## config.mk

```make
export PLATFORM = sky130hd
export DESIGN_NAME = energy_pulse_spacing_output
export DESIGN_NICKNAME = d
export VERILOG_FILES = /design/src/hw/pulse_pkg.sv /design/src/hw/spacing_cfg_if.sv /design/src/hw/pulse_channel.sv /design/src/hw/energy_pulse_spacing_output.sv
export SDC_FILE = /design/constraint.sdc
export NUM_CORES = 1
export LEC_CHECK = 0
export BUFFER_PORTS_ARGS = -buffer_cell sky130_fd_sc_hd__buf_2
export CORE_UTILIZATION = 48
export DETAILED_ROUTE_END_ITERATION = 8
export PLACE_DENSITY = 0.67
export REMOVE_ABC_BUFFERS = 1
export SKIP_LAST_GASP = 1
export SYNTH_ARGS = -nofsm -noshare
export SYNTH_HDL_FRONTEND = slang
export SYNTH_SLANG_ARGS = --single-unit
```

## constraint.sdc

```tcl
create_clock -name CORE_CLK -period 6.55 [get_ports CORE_CLK]
set_input_delay 0.3275 -clock CORE_CLK [delete_from_list [all_inputs] [get_ports CORE_CLK]]
set_output_delay 0.3275 -clock CORE_CLK [all_outputs]
set_load 0.005 [all_outputs]
```

## src/hw/pulse_pkg.sv

```systemverilog
// Constants for the energy pulse spacing output block.
// Assumes a single 200 MHz core clock and an AXI4-Lite register bus.
package pulse_pkg;
	// ====================================================================
	// Register map (word indices, byte address is four times the index)
	localparam logic [13:0] IDX_WIDTH_LIMIT = 14'h210A;
	localparam logic [13:0] IDX_SPACING     = 14'h210B;
	localparam logic [13:0] IDX_POLARITY    = 14'h210C;
	localparam logic [13:0] IDX_STATUS      = 14'h2110;
	localparam int          ADDR_W          = 16;
	localparam logic [7:0]  RST_WIDTH_LIMIT = 8'hFF;
	localparam logic [7:0]  RST_SPACING     = 8'h00;
	localparam logic        RST_POLARITY    = 1'b0;
	localparam logic [1:0]  RESP_OKAY       = 2'h0;
	localparam logic [1:0]  RESP_SLVERR     = 2'h2;
	// ====================================================================
	// Timing
	localparam int          CORE_MHZ        = 200;
	localparam int          FILTER_KHZ      = 5000;
	localparam int          FILTER_DIV      = (CORE_MHZ * 1000) / FILTER_KHZ;
	localparam logic [7:0]  FILTER_DIV_LAST = 8'(FILTER_DIV - 1);
	localparam int          SPACING_MULT    = 4;
	localparam int          NUM_CH          = 4;
	localparam int          PEND_W          = 4;
	localparam int          WIDTH_CNT_W     = 17;
	localparam int          PERIOD_W        = 10;
	// ====================================================================
	// Channel numbering
	localparam int          CH_REAL         = 0;
	localparam int          CH_REACTIVE     = 1;
endpackage

```

## src/hw/spacing_cfg_if.sv

```systemverilog
// Interface carrying spacing configuration and timing strobes to each channel.
// Assumes one driver (the top module) and any number of channel readers.
interface spacing_cfg_if;
	logic       filter_tick;
	logic       period_strobe;
	logic [7:0] spacing;
	logic [7:0] width_limit;
	modport source (output filter_tick, output period_strobe, output spacing,
		output width_limit);
	modport sink   (input filter_tick, input period_strobe, input spacing,
		input width_limit);
endinterface

```

## src/hw/pulse_channel.sv

```systemverilog
// One pulse channel: queue of pending pulses and the width-limited output.
// Assumes issue pulses are synchronous to the clock and one cycle long.
module pulse_channel
	import pulse_pkg::*;
(
	input  wire logic       clk,
	input  wire logic       rst,
	input  wire logic       issue,
	spacing_cfg_if.sink     cfg,
	output logic            active,
	output logic            pending_any
);
	logic [PEND_W-1:0]      pending;
	logic [PEND_W-1:0]      next_pending;
	logic [WIDTH_CNT_W-1:0] width_cnt;
	logic [WIDTH_CNT_W-1:0] next_width_cnt;
	logic                   next_active;
	logic                   release_now;
	logic                   full;

	// ====================================================================
	// Queue and pulse shaping
	always_comb begin
		full           = &pending;
		release_now    = cfg.period_strobe && (pending != '0) && (cfg.spacing != 8'h00);
		next_pending   = pending;
		next_active    = active;
		next_width_cnt = width_cnt;
		if (cfg.spacing == 8'h00) begin
			next_pending = '0;
			next_active  = issue;
		end else begin
			if (issue && !full && !release_now) begin
				next_pending = pending + 1'b1;
			end else if (release_now && !(issue && !full)) begin
				next_pending = pending - 1'b1;
			end
			if (release_now) begin
				next_active    = 1'b1;
				next_width_cnt = WIDTH_CNT_W'(({9'h000, cfg.width_limit} * 2 + 1)
					* {9'h000, cfg.spacing});
			end else if (active && cfg.filter_tick) begin
				next_width_cnt = width_cnt - 1'b1;
				if (width_cnt <= 17'h00001) begin
					next_active = 1'b0;
				end
			end
		end
	end

	always_ff @(posedge clk) begin
		if (rst) begin
			pending   <= '0;
			active    <= 1'b0;
			width_cnt <= '0;
		end else begin
			pending   <= next_pending;
			active    <= next_active;
			width_cnt <= next_width_cnt;
		end
	end

	assign pending_any = (pending != '0);
endmodule

```

## src/hw/energy_pulse_spacing_output.sv

```systemverilog
// Energy pulse spacing output: paces compute engine pulses onto output pins.
// Assumes CORE_CLK at 200 MHz, synchronous RST and an AXI4-Lite master.
//
// Decided for this implementation: the AXI4-Lite slave port.
module energy_pulse_spacing_output
	import pulse_pkg::*;
(
	input  wire logic                   CORE_CLK,
	input  wire logic                   RST,
	input  wire logic [NUM_CH-1:0]      CE_PULSE,
	output logic      [NUM_CH-1:0]      PULSE_OUT,
	input  wire logic [ADDR_W-1:0]      S_AXI_AWADDR,
	input  wire logic                   S_AXI_AWVALID,
	output logic                        S_AXI_AWREADY,
	input  wire logic [31:0]            S_AXI_WDATA,
	input  wire logic [3:0]             S_AXI_WSTRB,
	input  wire logic                   S_AXI_WVALID,
	output logic                        S_AXI_WREADY,
	output logic [1:0]                  S_AXI_BRESP,
	output logic                        S_AXI_BVALID,
	input  wire logic                   S_AXI_BREADY,
	input  wire logic [ADDR_W-1:0]      S_AXI_ARADDR,
	input  wire logic                   S_AXI_ARVALID,
	output logic                        S_AXI_ARREADY,
	output logic [31:0]                 S_AXI_RDATA,
	output logic [1:0]                  S_AXI_RRESP,
	output logic                        S_AXI_RVALID,
	input  wire logic                   S_AXI_RREADY
);
	spacing_cfg_if cfg ();

	logic [7:0]          width_limit;
	logic [7:0]          spacing;
	logic                polarity_invert;
	logic [7:0]          next_width_limit;
	logic [7:0]          next_spacing;
	logic                next_polarity_invert;
	logic [7:0]          div_cnt;
	logic [7:0]          next_div_cnt;
	logic                filter_tick;
	logic                next_filter_tick;
	logic [PERIOD_W-1:0] period_cnt;
	logic [PERIOD_W-1:0] next_period_cnt;
	logic [PERIOD_W-1:0] period_last;
	logic                period_strobe;
	logic                next_period_strobe;
	logic [NUM_CH-1:0]   active;
	logic [NUM_CH-1:0]   pending_any;
	logic [NUM_CH-1:0]   next_pulse_out;

	logic [ADDR_W-1:0]   aw_addr;
	logic                aw_held;
	logic [31:0]         w_data;
	logic [3:0]          w_strb;
	logic                w_held;
	logic [ADDR_W-1:0]   next_aw_addr;
	logic                next_aw_held;
	logic [31:0]         next_w_data;
	logic [3:0]          next_w_strb;
	logic                next_w_held;
	logic                next_awready;
	logic                next_wready;
	logic                next_bvalid;
	logic [1:0]          next_bresp;
	logic                next_arready;
	logic                next_rvalid;
	logic [31:0]         next_rdata;
	logic [1:0]          next_rresp;
	logic [13:0]         wr_idx;
	logic [13:0]         rd_idx;
	logic                do_write;

	// ====================================================================
	// Filter clock enable and spacing period strobe
	always_comb begin
		period_last        = PERIOD_W'({2'h0, spacing} * SPACING_MULT - 1);
		next_filter_tick   = (div_cnt == FILTER_DIV_LAST);
		next_div_cnt       = next_filter_tick ? 8'h00 : div_cnt + 8'h01;
		next_period_strobe = 1'b0;
		next_period_cnt    = period_cnt;
		if (spacing == 8'h00) begin
			next_period_cnt = '0;
		end else if (filter_tick) begin
			if (period_cnt >= period_last) begin
				next_period_cnt    = '0;
				next_period_strobe = 1'b1;
			end else begin
				next_period_cnt = period_cnt + 1'b1;
			end
		end
	end

	always_ff @(posedge CORE_CLK) begin
		if (RST) begin
			div_cnt       <= 8'h00;
			filter_tick   <= 1'b0;
			period_cnt    <= '0;
			period_strobe <= 1'b0;
		end else begin
			div_cnt       <= next_div_cnt;
			filter_tick   <= next_filter_tick;
			period_cnt    <= next_period_cnt;
			period_strobe <= next_period_strobe;
		end
	end

	assign cfg.filter_tick   = filter_tick;
	assign cfg.period_strobe = period_strobe;
	assign cfg.spacing       = spacing;
	assign cfg.width_limit   = width_limit;

	// ====================================================================
	// Channels
	genvar ch;
	generate
		for (ch = 0; ch < NUM_CH; ch++) begin : g_ch
			pulse_channel u_ch (
				.clk         (CORE_CLK),
				.rst         (RST),
				.issue       (CE_PULSE[ch]),
				.cfg         (cfg),
				.active      (active[ch]),
				.pending_any (pending_any[ch])
			);
		end
	endgenerate

	// ====================================================================
	// Output polarity
	always_comb begin
		next_pulse_out = active;
		next_pulse_out[CH_REAL]     = active[CH_REAL] ^ ~polarity_invert;
		next_pulse_out[CH_REACTIVE] = active[CH_REACTIVE] ^ ~polarity_invert;
	end

	always_ff @(posedge CORE_CLK) begin
		if (RST) begin
			PULSE_OUT <= {{(NUM_CH-2){1'b0}}, 2'h3};
		end else begin
			PULSE_OUT <= next_pulse_out;
		end
	end

	// ====================================================================
	// AXI4-Lite register slave
	always_comb begin
		next_aw_addr  = aw_addr;
		next_aw_held  = aw_held;
		next_w_data   = w_data;
		next_w_strb   = w_strb;
		next_w_held   = w_held;
		next_bvalid   = S_AXI_BVALID;
		next_bresp    = S_AXI_BRESP;
		next_width_limit     = width_limit;
		next_spacing         = spacing;
		next_polarity_invert = polarity_invert;
		if (S_AXI_AWVALID && S_AXI_AWREADY) begin
			next_aw_addr = S_AXI_AWADDR;
			next_aw_held = 1'b1;
		end
		if (S_AXI_WVALID && S_AXI_WREADY) begin
			next_w_data = S_AXI_WDATA;
			next_w_strb = S_AXI_WSTRB;
			next_w_held = 1'b1;
		end
		wr_idx   = aw_addr[ADDR_W-1:2];
		do_write = aw_held && w_held && !S_AXI_BVALID;
		if (do_write) begin
			next_aw_held = 1'b0;
			next_w_held  = 1'b0;
			next_bvalid  = 1'b1;
			next_bresp   = RESP_OKAY;
			if (wr_idx == IDX_WIDTH_LIMIT) begin
				if (w_strb[0]) next_width_limit = w_data[7:0];
			end else if (wr_idx == IDX_SPACING) begin
				if (w_strb[0]) next_spacing = w_data[7:0];
			end else if (wr_idx == IDX_POLARITY) begin
				if (w_strb[0]) next_polarity_invert = w_data[0];
			end else if (wr_idx != IDX_STATUS) begin
				next_bresp = RESP_SLVERR;
			end
		end else if (S_AXI_BVALID && S_AXI_BREADY) begin
			next_bvalid = 1'b0;
		end
		next_awready = !next_aw_held && !next_bvalid;
		next_wready  = !next_w_held && !next_bvalid;

		rd_idx       = S_AXI_ARADDR[ADDR_W-1:2];
		next_rvalid  = S_AXI_RVALID;
		next_rdata   = S_AXI_RDATA;
		next_rresp   = S_AXI_RRESP;
		if (S_AXI_ARVALID && S_AXI_ARREADY) begin
			next_rvalid = 1'b1;
			next_rresp  = RESP_OKAY;
			next_rdata  = 32'h0000_0000;
			case (rd_idx)
				IDX_WIDTH_LIMIT: next_rdata[7:0] = width_limit;
				IDX_SPACING:     next_rdata[7:0] = spacing;
				IDX_POLARITY:    next_rdata[0]   = polarity_invert;
				IDX_STATUS:      next_rdata[7:0] = {pending_any, active};
				default:         next_rresp      = RESP_SLVERR;
			endcase
		end else if (S_AXI_RVALID && S_AXI_RREADY) begin
			next_rvalid = 1'b0;
		end
		next_arready = !next_rvalid;
	end

	always_ff @(posedge CORE_CLK) begin
		if (RST) begin
			width_limit     <= RST_WIDTH_LIMIT;
			spacing         <= RST_SPACING;
			polarity_invert <= RST_POLARITY;
			aw_addr         <= '0;
			aw_held         <= 1'b0;
			w_data          <= 32'h0000_0000;
			w_strb          <= 4'h0;
			w_held          <= 1'b0;
			S_AXI_AWREADY   <= 1'b0;
			S_AXI_WREADY    <= 1'b0;
			S_AXI_BVALID    <= 1'b0;
			S_AXI_BRESP     <= RESP_OKAY;
			S_AXI_ARREADY   <= 1'b0;
			S_AXI_RVALID    <= 1'b0;
			S_AXI_RDATA     <= 32'h0000_0000;
			S_AXI_RRESP     <= RESP_OKAY;
		end else begin
			width_limit     <= next_width_limit;
			spacing         <= next_spacing;
			polarity_invert <= next_polarity_invert;
			aw_addr         <= next_aw_addr;
			aw_held         <= next_aw_held;
			w_data          <= next_w_data;
			w_strb          <= next_w_strb;
			w_held          <= next_w_held;
			S_AXI_AWREADY   <= next_awready;
			S_AXI_WREADY    <= next_wready;
			S_AXI_BVALID    <= next_bvalid;
			S_AXI_BRESP     <= next_bresp;
			S_AXI_ARREADY   <= next_arready;
			S_AXI_RVALID    <= next_rvalid;
			S_AXI_RDATA     <= next_rdata;
			S_AXI_RRESP     <= next_rresp;
		end
	end
endmodule

```

After elaboration in Yosys (flattened, before gate mapping):

Cells that the tools add are included.
W data, S select, Z words.

* bits in registers: 173
* input port bits: 79

* $add $sub $neg: 16
* multiply operators: 1
* magnitude comparators: 5
* eq/ne operators: 9
* muxes and demuxes: 49
* bitwise logic cells: 7
* reduce and logical (&&, ||, !) cells: 91

Operators with widths (count)
* $mux W17: 8
* $eq A14 B14 Y1 const B: 7
* $le A17 B1 Y1 const B: 4
* $sub A17 B1 Y17 const B: 4
* $logic_and A1 B1 Y1: 33
* $mul A32 B8 Y17: 1
* $mux W4: 8
* $mux W1: 25
* $reduce_bool A3 Y1: 8
* $pmux W7 S3: 1
* $reduce_and A4 Y1: 5
* $logic_not A1 Y1: 17
* $add A4 B1 Y4 const B: 4
* $reduce_and A2 Y1: 8
* $reduce_bool A2 Y1: 8
* $reduce_bool A4 Y1: 4
* $sub A4 B1 Y4 const B: 4
* $ne A14 B14 Y1 const B: 1
* $add A10 B1 Y10 const B: 1
* $add A9 B1 Y10 const B: 1
* $ge A10 B10 Y1: 1
* $mux W10: 1
* $mux W2: 5
* $sub A10 B1 Y10 const B: 1
* 12 further kinds: 18

Logic depth before layout (Yosys ltp):

Gate-level depths: netlist (run 1).

* depth in word-level cells: 7
* depth in mapped cells: 17

Hierarchy:

Synthesis (run 1) repeated with hierarchy kept, for this count alone.

* cell total of the unflattened synthesis: 2131
* area, all modules: 18406.4 um2

Modules (own cells, without submodules)
* pulse_channel (g_ch[2].u_ch ...): times used 2, cells an instance 428, area each 3643.5 um2, seq. area each 440.4 um2
* energy_pulse_spacing_output: times used 1, cells an instance 452, area each 3849.9 um2, seq. area each 1621.6 um2
* pulse_channel (g_ch[0].u_ch): times used 1, cells an instance 414, area each 3676.0 um2, seq. area each 440.4 um2
* pulse_channel (g_ch[1].u_ch): times used 1, cells an instance 409, area each 3593.4 um2, seq. area each 440.4 um2

Worst setup path before layout (run 1):

OpenSTA, ideal clock, no wires.

* path kind: register to register
* start point: register spacing[4] (netlist: cfg.spacing[4])
* end point: register g_ch[0].u_ch.width_cnt[16]
* setup time: 0.086 ns
* arrival: 4.549 ns
* slack: 1.915 ns
* stages on the path, launching flop included: 17
* path buffers: 1
* period minus slack after synthesis: 4.635 ns
* cells stage by stage: dfxtp_1 -> clkbuf_1 -> nand2_1 -> fa_1 -> fa_1 -> inv_1 -> fa_1 -> inv_1 -> fa_1 -> inv_1 -> ha_1 -> a21oi_1 -> o211ai_1 -> a41o_1 -> a211o_1 -> xnor2_1 -> a211oi_1

* cells in the longest elaborated chain, start to end: 4
* elaborated cells between the ends (all ways): 8
* those cells by class: mul (1); mux (1); bitwise (1); reduce/logical (5)

RTL lines
* start, declared: line energy_pulse_spacing_output.sv:33 `logic [7:0] spacing;`
* start signal, assigned: line energy_pulse_spacing_output.sv:229 `spacing <= next_spacing;`
* branches (longest 4 deep; another with $mul A32 B8 Y17)
* end signal, assigned: line pulse_channel.sv:59 `width_cnt <= next_width_cnt;`
* end, declared: line pulse_channel.sv:15 `logic [WIDTH_CNT_W-1:0] width_cnt;`

Parallel ways; which one is timed is not known.
A chain may end at the register's enable or synchronous reset.

Final worst setup path (run 1):

* start point: register spacing[3] (netlist: cfg.spacing[3])
* end point: register g_ch[2].u_ch.width_cnt[14]

* cells in the longest elaborated chain, start to end: 4
* elaborated cells between the ends (all ways): 8
* those cells by class: mul (1); mux (1); bitwise (1); reduce/logical (5)

RTL lines (line)
* branches (longest 4 deep; another with $mul A32 B8 Y17)
* end signal, assigned: pulse_channel.sv:59
* end, declared: pulse_channel.sv:15

Parallel ways; which one is timed is not known.

==> flow_metrics.py, run 1 <==
metrics = {
    "logic_synthesis": {
        "syn-cell-area_sq_um": 11250,
        "ys_async_sr_fraction_pct": 0,
        "yosysWarnings": 0,
        "ys.flop_type": "dfxtp_1",
        "synth_commonest_cells": "169 x dfxtp_1, 142 x nor2_1, 124 x nand2_1",
        "ys_top_cells_by_area": "dfxtp_1 30%, fa_1 8.2%, ha_1 7.7%",
        "syn_avg_cell_area_sq_um": 8.483,
        "synthCells": 1326,
        "yosysTopAreaCellShare_pct": 30.08,
        "synth.most_common_cell": "dfxtp_1",
        "synth_edf_count": 0,
        "synth_cell_types": 79,
        "ys_seq_elements": 169,
        "post-synth-top-area-cell": "dfxtp_1",
        "synth_seq_area_share_pct": 30.08,
    },
    "worst_setup_path": {
        "worstPathCellList": "nand2_1 > fa_1 > fa_1 > inv_1 > fa_1 > inv_1 > fa_1 > inv_1 > ha_1 > a21oi_1 > o211ai_1 > a41o_1 > and4b_1 > nor3_1 > o22ai_1",
        "crit_path_max_fanout": 16,
        "worst-path-buf-inv": 3,
        "critPathSlowestCell": "dfxtp_1",
        "critPathLaunchType": "register",
        "crit_family": "adder cells",
        "endpoint_kind": "register",
        "cpPeakStageDelay_ps": 760,
        "path_common_cell": "fa_1",
        "crit_required_ps": 6830,
        "crit_type": "register to register",
        "rrSetupSlack_ps": 1390,
        "crit_arrival_ps": 5450,
    },
    "floorplanning": {
        "dieArea_sq_um": 24050,
        "io_pins": 124,
        "start_util_pct": 49.38,
        "die_h_microns": 155.1,
        "core_area_sq_um": 22780,
        "rows": 55,
        "die_x_microns": 155.1,
    },
    "cells_and_area": {
        "seqCellArea_sq_um": 3383,
        "synthToLayoutAreaGrowth_pct": 8.966,
        "multiInputGateArea_sq_um": 7197,
        "n_fill_cell": 2183,
        "diodes": 0,
        "nets": 1559,
        "layoutNonFillerInstCount": 1691,
        "drive_above_1_share_pct": 9.797,
    },
    "sta": {
        "skew_ps": 15.69,
        "fin_crit_ps": 5161,
        "hold_violations": 0,
        "setup_tns_ps": 0,
        "setup_viol": 0,
        "rsz0062_at_grt": "no",
        "maxSlewViolCount": 0,
        "relSlewSlack_pct": 25.07,
        "finalCritPeriodShare_pct": 78.80,
        "tightest_slew_ps": 1114,
        "timing.fmax_ghz": 0.1937,
    },
    "placed_design": {
        "dp.final_hpwl_mm": 19.51,
        "gp_congestion": 0.9012,
        "portBuffers": 66,
        "placed_cells": 1659,
    },
    "drt": {
        "first_pass_iters": 8,
        "wl_per_cell_microns": 16.11,
        "remaining_drc_errors": 0,
        "antenna_left": 0,
        "drt_wl_total_mm": 27.24,
        "vias_per_cell": 5.557,
        "via_count": 9397,
        "drt_iter0_drc": 541,
    },
    "clock_network": {
        "cts_max_level": 4,
        "clock_sinks": 169,
        "cts_hold_buf": 0,
        "clk_pin_slew_ps": 80,
        "clockRootBuffer": "clkbuf_16",
        "cts_resized": 0,
        "cts_setup_buffers": 0,
        "cts_buffers": 17,
        "clock_latency_ps": 450,
        "tritoncts": "yes",
        "clockBufferDepth": 2,
    },
    "power": {
        "leakagePower_uw": 0.005259,
        "power_density_nw_per_um2": 176.9,
        "max-vdd-ir-drop_mv": 0.1372,
    },
    "grt": {
        "grt_pass1_vias": 8853,
        "antenna_found_initial": 0,
        "grt-ovfl-total": 0,
        "grt_max_degree": 83,
        "grt_pass1_wl_mm": 45.03,
        "grt_use_total_pct": 23.72,
    },
    "flow_run": {
        "drv_cap": 0,
    },
    "worst_hold_path": {
        "hp-class": "input port to register",
    },
    "run_status": {
        "outcome": "complete, no violations",
    },
}
## power breakdown
group | leakage [uW] | switching [uW] | internal, uW
Clock | 0.000279 | 494 | 510
Combinational | 0.00361 | 60.1 | 43.5
Sequential | 0.00137 | 15.7 | 1040
## layout make-up
type                            count  share of cell area, %
Multi-Input combinational cell   1019                  58.72
Clock buffer                       17                  3.471
Sequential cell                   169                  27.60
Timing Repair Buffer               74                  3.205
Tap cell                          313                  3.195
Clock inverter                     15                  1.235
Inverter                           84                  2.572
## worst register-to-register path: stages (launching register included)
cell	delay, ps
dfxtp_1	760
nand2_1	180
fa_1	520
fa_1	490
inv_1	50
fa_1	520
inv_1	50
fa_1	520
inv_1	40
ha_1	350
a21oi_1	170
o211ai_1	170
a41o_1	320
and4b_1	190
nor3_1	500
o22ai_1	180
## through the flow
step	worst slack [ps]	total power [uW]	hold WS, ps	cell area, sq um	util (%)
3_3_place_gp	1417	1186	432.6	11680	51.28
4_1_cts	1398	2191	89.78	12260	53.81
2_1_floorplan	2027	1139	392.1	10900	-
6_report	1389	2168	114.4	12260	53.81
3_5_place_dp	1404	1188	438.9	11680	51.28
5_1_grt	1137	2251	105.4	12260	53.81
## per-layer routing
layer  up-vias  routed length, microns  share of wire (%)  GRT usage, %
met5         -                       0                  0             0
met4         0                     705                2.6         8.345
met3        40                    1382                5.1         4.373
met2       238                   12290                 45         37.84
met1      4490                   12860                 47         32.10
li1       4629                       -                  -             -
## cell usage in the layout, fill, tap and decap left out, types with 5 or more instances in the layout
master       n
a211o_1     12
a211oi_1    36
a21o_1      10
a21oi_1     86
a221oi_1     5
a222oi_1     6
a31oi_1      9
and2_1      67
and3_1       9
buf_2       65
buf_4        9
clkbuf_16   17
conb_1      26
dfxtp_1    169
fa_1        46
ha_1        69
inv_1       80
inv_8        6
mux2i_1     18
nand2_1    124
nand2b_1    14
nand3_1     29
nand4_1      8
nand4b_1     8
nor2_1     142
nor2b_1     16
nor3_1      31
nor3b_1      6
nor4_1      16
o211ai_1     7
o21ai_0     30
o22ai_1      8
o31ai_1      5
or2_2        5
or3_1       11
xnor2_1     50
xor2_1      34
## state kept, by name, indices dropped and copies added, names as in the netlist, 4 cells and up
signal               cells
div_cnt                  8
period_cnt              10
g_ch.u_ch.pending       16
aw_addr                 14
cfg.spacing              8
w_data                   8
g_ch.u_ch.width_cnt     68
g_ch.u_ch.active         4
cfg.width_limit          8
S_AXI_RDATA              8
PULSE_OUT                4
## final timing paths
check / startpoint / to / depth (start not counted)
max: cfg.spacing[3] / g_ch[2].u_ch.width_cnt[14] / 15
min: S_AXI_AWADDR[8] / aw_addr[8] / 3
max reg2reg: cfg.spacing[3] / g_ch[2].u_ch.width_cnt[14] / 15
min reg2reg: w_held / S_AXI_WREADY / 1
## cell families after synthesis
| kind of cell | share of synthesized area (%) |
|---|---|
| buffers and inverters | 6.774 |
| AO/OA/AOI/OAI | 14.79 |
| flip-flops | 30.08 |
| multiplexers | 1.602 |
| other | 0.03334 |
| XOR/XNOR | 6.541 |
| AND/OR/NAND/NOR | 24.32 |
| adder cells (fa/ha/maj) | 15.86 |
Power figures use the tool's default switching activity.
==> run 2: changes to the inputs <==
--- a/config.mk
+++ b/config.mk
@@ -8,7 +8,7 @@
 export BUFFER_PORTS_ARGS = -buffer_cell sky130_fd_sc_hd__buf_2
 export CORE_UTILIZATION = 48
 export DETAILED_ROUTE_END_ITERATION = 8
-export PLACE_DENSITY = 0.67
+export PLACE_DENSITY = 0.7
 export REMOVE_ABC_BUFFERS = 1
 export SKIP_LAST_GASP = 1
 export SYNTH_ARGS = -nofsm -noshare
==> constraint.sdc (replaced) <==
create_clock -name CORE_CLK -period 4.4 [get_ports CORE_CLK]
set_input_delay 0.22 -clock CORE_CLK [delete_from_list [all_inputs] [get_ports CORE_CLK]]
set_output_delay 0.22 -clock CORE_CLK [all_outputs]
set_load 0.005 [all_outputs]
==> run 2 against run 1 <==
Against the previous run: the flow now finishes with violations (setup timing); clock skew fell by 2.5 ps; wire length grew 2.1%; fmax rose by 16%; register-to-register slack got worse by 1400 ps; critical path type unchanged; die area did not move; power grew 52%; sequential share of layout area decreased by 1.5 points; non-clock buffer count increased by 62; core utilization up 3.2 points; via count rose by 3.2%; setup slack worse by 1400 ps.
==> flow_metrics.py, run 2 (synthesis gave the netlist of run 1 again) <==
metrics = {
    "run_status": {
        "outcome": "finished, violations left",
        "violations": "setup timing",
    },
    "flow_run": {
        "drv_cap": 0,
    },
    "grt": {
        "grt_pass1_wl_mm": 46.29,
        "antenna_found_initial": 0,
        "grt_max_degree": 67,
        "grt-ovfl-total": 0,
        "grt_pass1_vias": 9325,
        "grt_use_total_pct": 24.16,
    },
    "sta": {
        "whs_ps": 15.05,
        "rsz0062_at_grt": "yes",
        "finalCritPeriodShare_pct": 100.8,
        "tightest_slew_ps": 968.7,
        "skew_ps": 13.18,
        "setup_viol": 1,
        "relSlewSlack_pct": 35.42,
        "timing.fmax_ghz": 0.2255,
        "fin_crit_ps": 4435,
        "hold_violations": 0,
        "maxSlewViolCount": 0,
        "setup_tns_ps": -35.08,
        "setup_ws_ps": -35.08,
    },
    "clock_network": {
        "clockBufferDepth": 2,
        "cts_max_level": 4,
        "clock_sinks": 169,
        "cts_buffers": 17,
        "tritoncts": "yes",
        "clock_latency_ps": 440,
        "clockRootBuffer": "clkbuf_16",
        "clk_pin_slew_ps": 60,
    },
    "cells_and_area": {
        "nets": 1621,
        "top_register": "g_ch.u_ch.width_cnt",
        "fin_util_pct": 57.01,
        "synthToLayoutAreaGrowth_pct": 15.45,
        "diodes": 0,
        "largest_reg_flops": 68,
        "layout_commonest_cell": "dfxtp_1",
        "layout_common_cells": "164 x dfxtp_1, 141 x nor2_1, 123 x nand2_1",
        "top_regs": "g_ch.u_ch.width_cnt: 68 flops, g_ch.u_ch.pending: 16 flops, aw_addr: 14 flops",
        "n_fill_cell": 2013,
        "final_cell_area_sq_um": 12990,
        "drive_above_1_share_pct": 16.32,
    },
    "worst_setup_path": {
        "critPathLaunchType": "register",
        "crit_path_max_fanout": 5,
        "crit_type": "register to register",
        "crit_required_ps": 4710,
        "endpoint_kind": "register",
        "reg2reg_depth": 16,
        "crit_arrival_ps": 4740,
    },
    "drt": {
        "first_pass_iters": 6,
        "via_count": 9699,
        "vias_per_cell": 5.533,
        "antenna_left": 0,
        "drt_wl_total_mm": 27.82,
        "wl_per_cell_microns": 15.87,
        "drt_iter0_drc": 716,
        "remaining_drc_errors": 0,
    },
    "floorplanning": {
        "dieArea_sq_um": 24050,
        "die_x_microns": 155.1,
        "io_pins": 124,
        "core_area_sq_um": 22780,
        "rows": 55,
        "start_util_pct": 49.38,
        "die_h_microns": 155.1,
    },
    "power": {
        "seqPwrFrac_pct": 47.8,
        "max-vdd-ir-drop_mv": 0.2125,
        "netSwitchingPower_uw": 781.3,
        "power.internal_uw": 2521,
        "power_density_nw_per_um2": 254.3,
        "comb_power_share_pct": 4.8,
        "swShare_pct": 23.66,
        "leakagePower_uw": 0.005569,
        "clkPwrFrac_pct": 47.4,
    },
    "worst_hold_path": {
        "hp-class": "input port to register",
        "hold-path-cell-count": 3,
    },
    "placed_design": {
        "pre_cts_ws_ps": -206.9,
        "gp_congestion": 0.8936,
        "dp.final_hpwl_mm": 20.13,
        "portBuffers": 66,
        "place_area_sq_um": 12110,
    },
}
-- run 2: cell count changes in the layout (fill, tap and decap cells not counted), moves of 5 or more --
| cell | change |
|---|---|
| buf_4 | +58 |
| a21oi_1 | -7 |
| a21oi_2 | +7 |
| ha_1 | -7 |
| and2_1 | -6 |
| and2_4 | +6 |
| ha_4 | +6 |
| inv_8 | -6 |
| dfxtp_1 | -5 |
-- run 2: worst paths after layout --
path / startpoint / end / slack (ps)
worst min-delay path: S_AXI_WDATA[7] / w_data[7] / 20
worst min register to register: div_cnt[0] / div_cnt[0] / 450
worst max-delay path: cfg.spacing[4] / g_ch[3].u_ch.width_cnt[14] / -40
worst max register to register: cfg.spacing[4] / g_ch[3].u_ch.width_cnt[14] / -40
-- run 2: repair_timing --
action	CTS	global route
hold endpoints to repair	0	2
pin swaps	11	30
setup endpoints to repair	22	37
resized for setup	23	31
hold buffers	0	2
buffers inserted	2	2
-- run 2: layer usage --
metal | global-route usage, % | routed length [microns] | vias to the layer above
li1 | - | - | 4745
met1 | 31.41 | 12560 | 4633
met2 | 40.37 | 13210 | 275
met3 | 4.345 | 1387 | 46
met4 | 8.109 | 661 | 0
met5 | 0 | 0 | -
-- run 2: through the flow --
stage                     power (uW)  std cells
after global routing            3413       1753
after floorplan                 1696       1272
after detailed placement        1770       1716
after global placement          1764       1716
after CTS                       3317       1749
final                           3302       1753
-- run 2: worst max-delay path, cell delays in order (launching register included) --
cell	delay [ps]
dfxtp_2	340
buf_4	150
and2_1	150
fa_1	580
fa_1	460
fa_1	540
inv_1	50
fa_1	480
inv_2	50
ha_4	240
a21oi_2	140
o21ai_1	80
a41o_1	240
buf_6	130
and4b_1	190
nor3_4	310
o221ai_1	170
-- run 2: final cells by class --
cell class | instances | area, sq um | share of cell area (%)
Timing Repair Buffer | 136 | 870.8 | 6.706
Tap cell | 313 | 391.6 | 3.016
Clock buffer | 19 | 432.9 | 3.334
Sequential cell | 169 | 3395 | 26.14
Multi-Input combinational cell | 1019 | 7413 | 57.09
Clock inverter | 13 | 167.7 | 1.291
Inverter | 84 | 315.3 | 2.428
-- run 2: power groups by stage --
stage	logic, uW	registers, uW	clock network (uW)
finish	158	1580	1570
global route	180	1580	1650
CTS	157	1580	1580
detailed placement	156	1610	0
global placement	151	1610	0
floorplan	88.9	1610	0
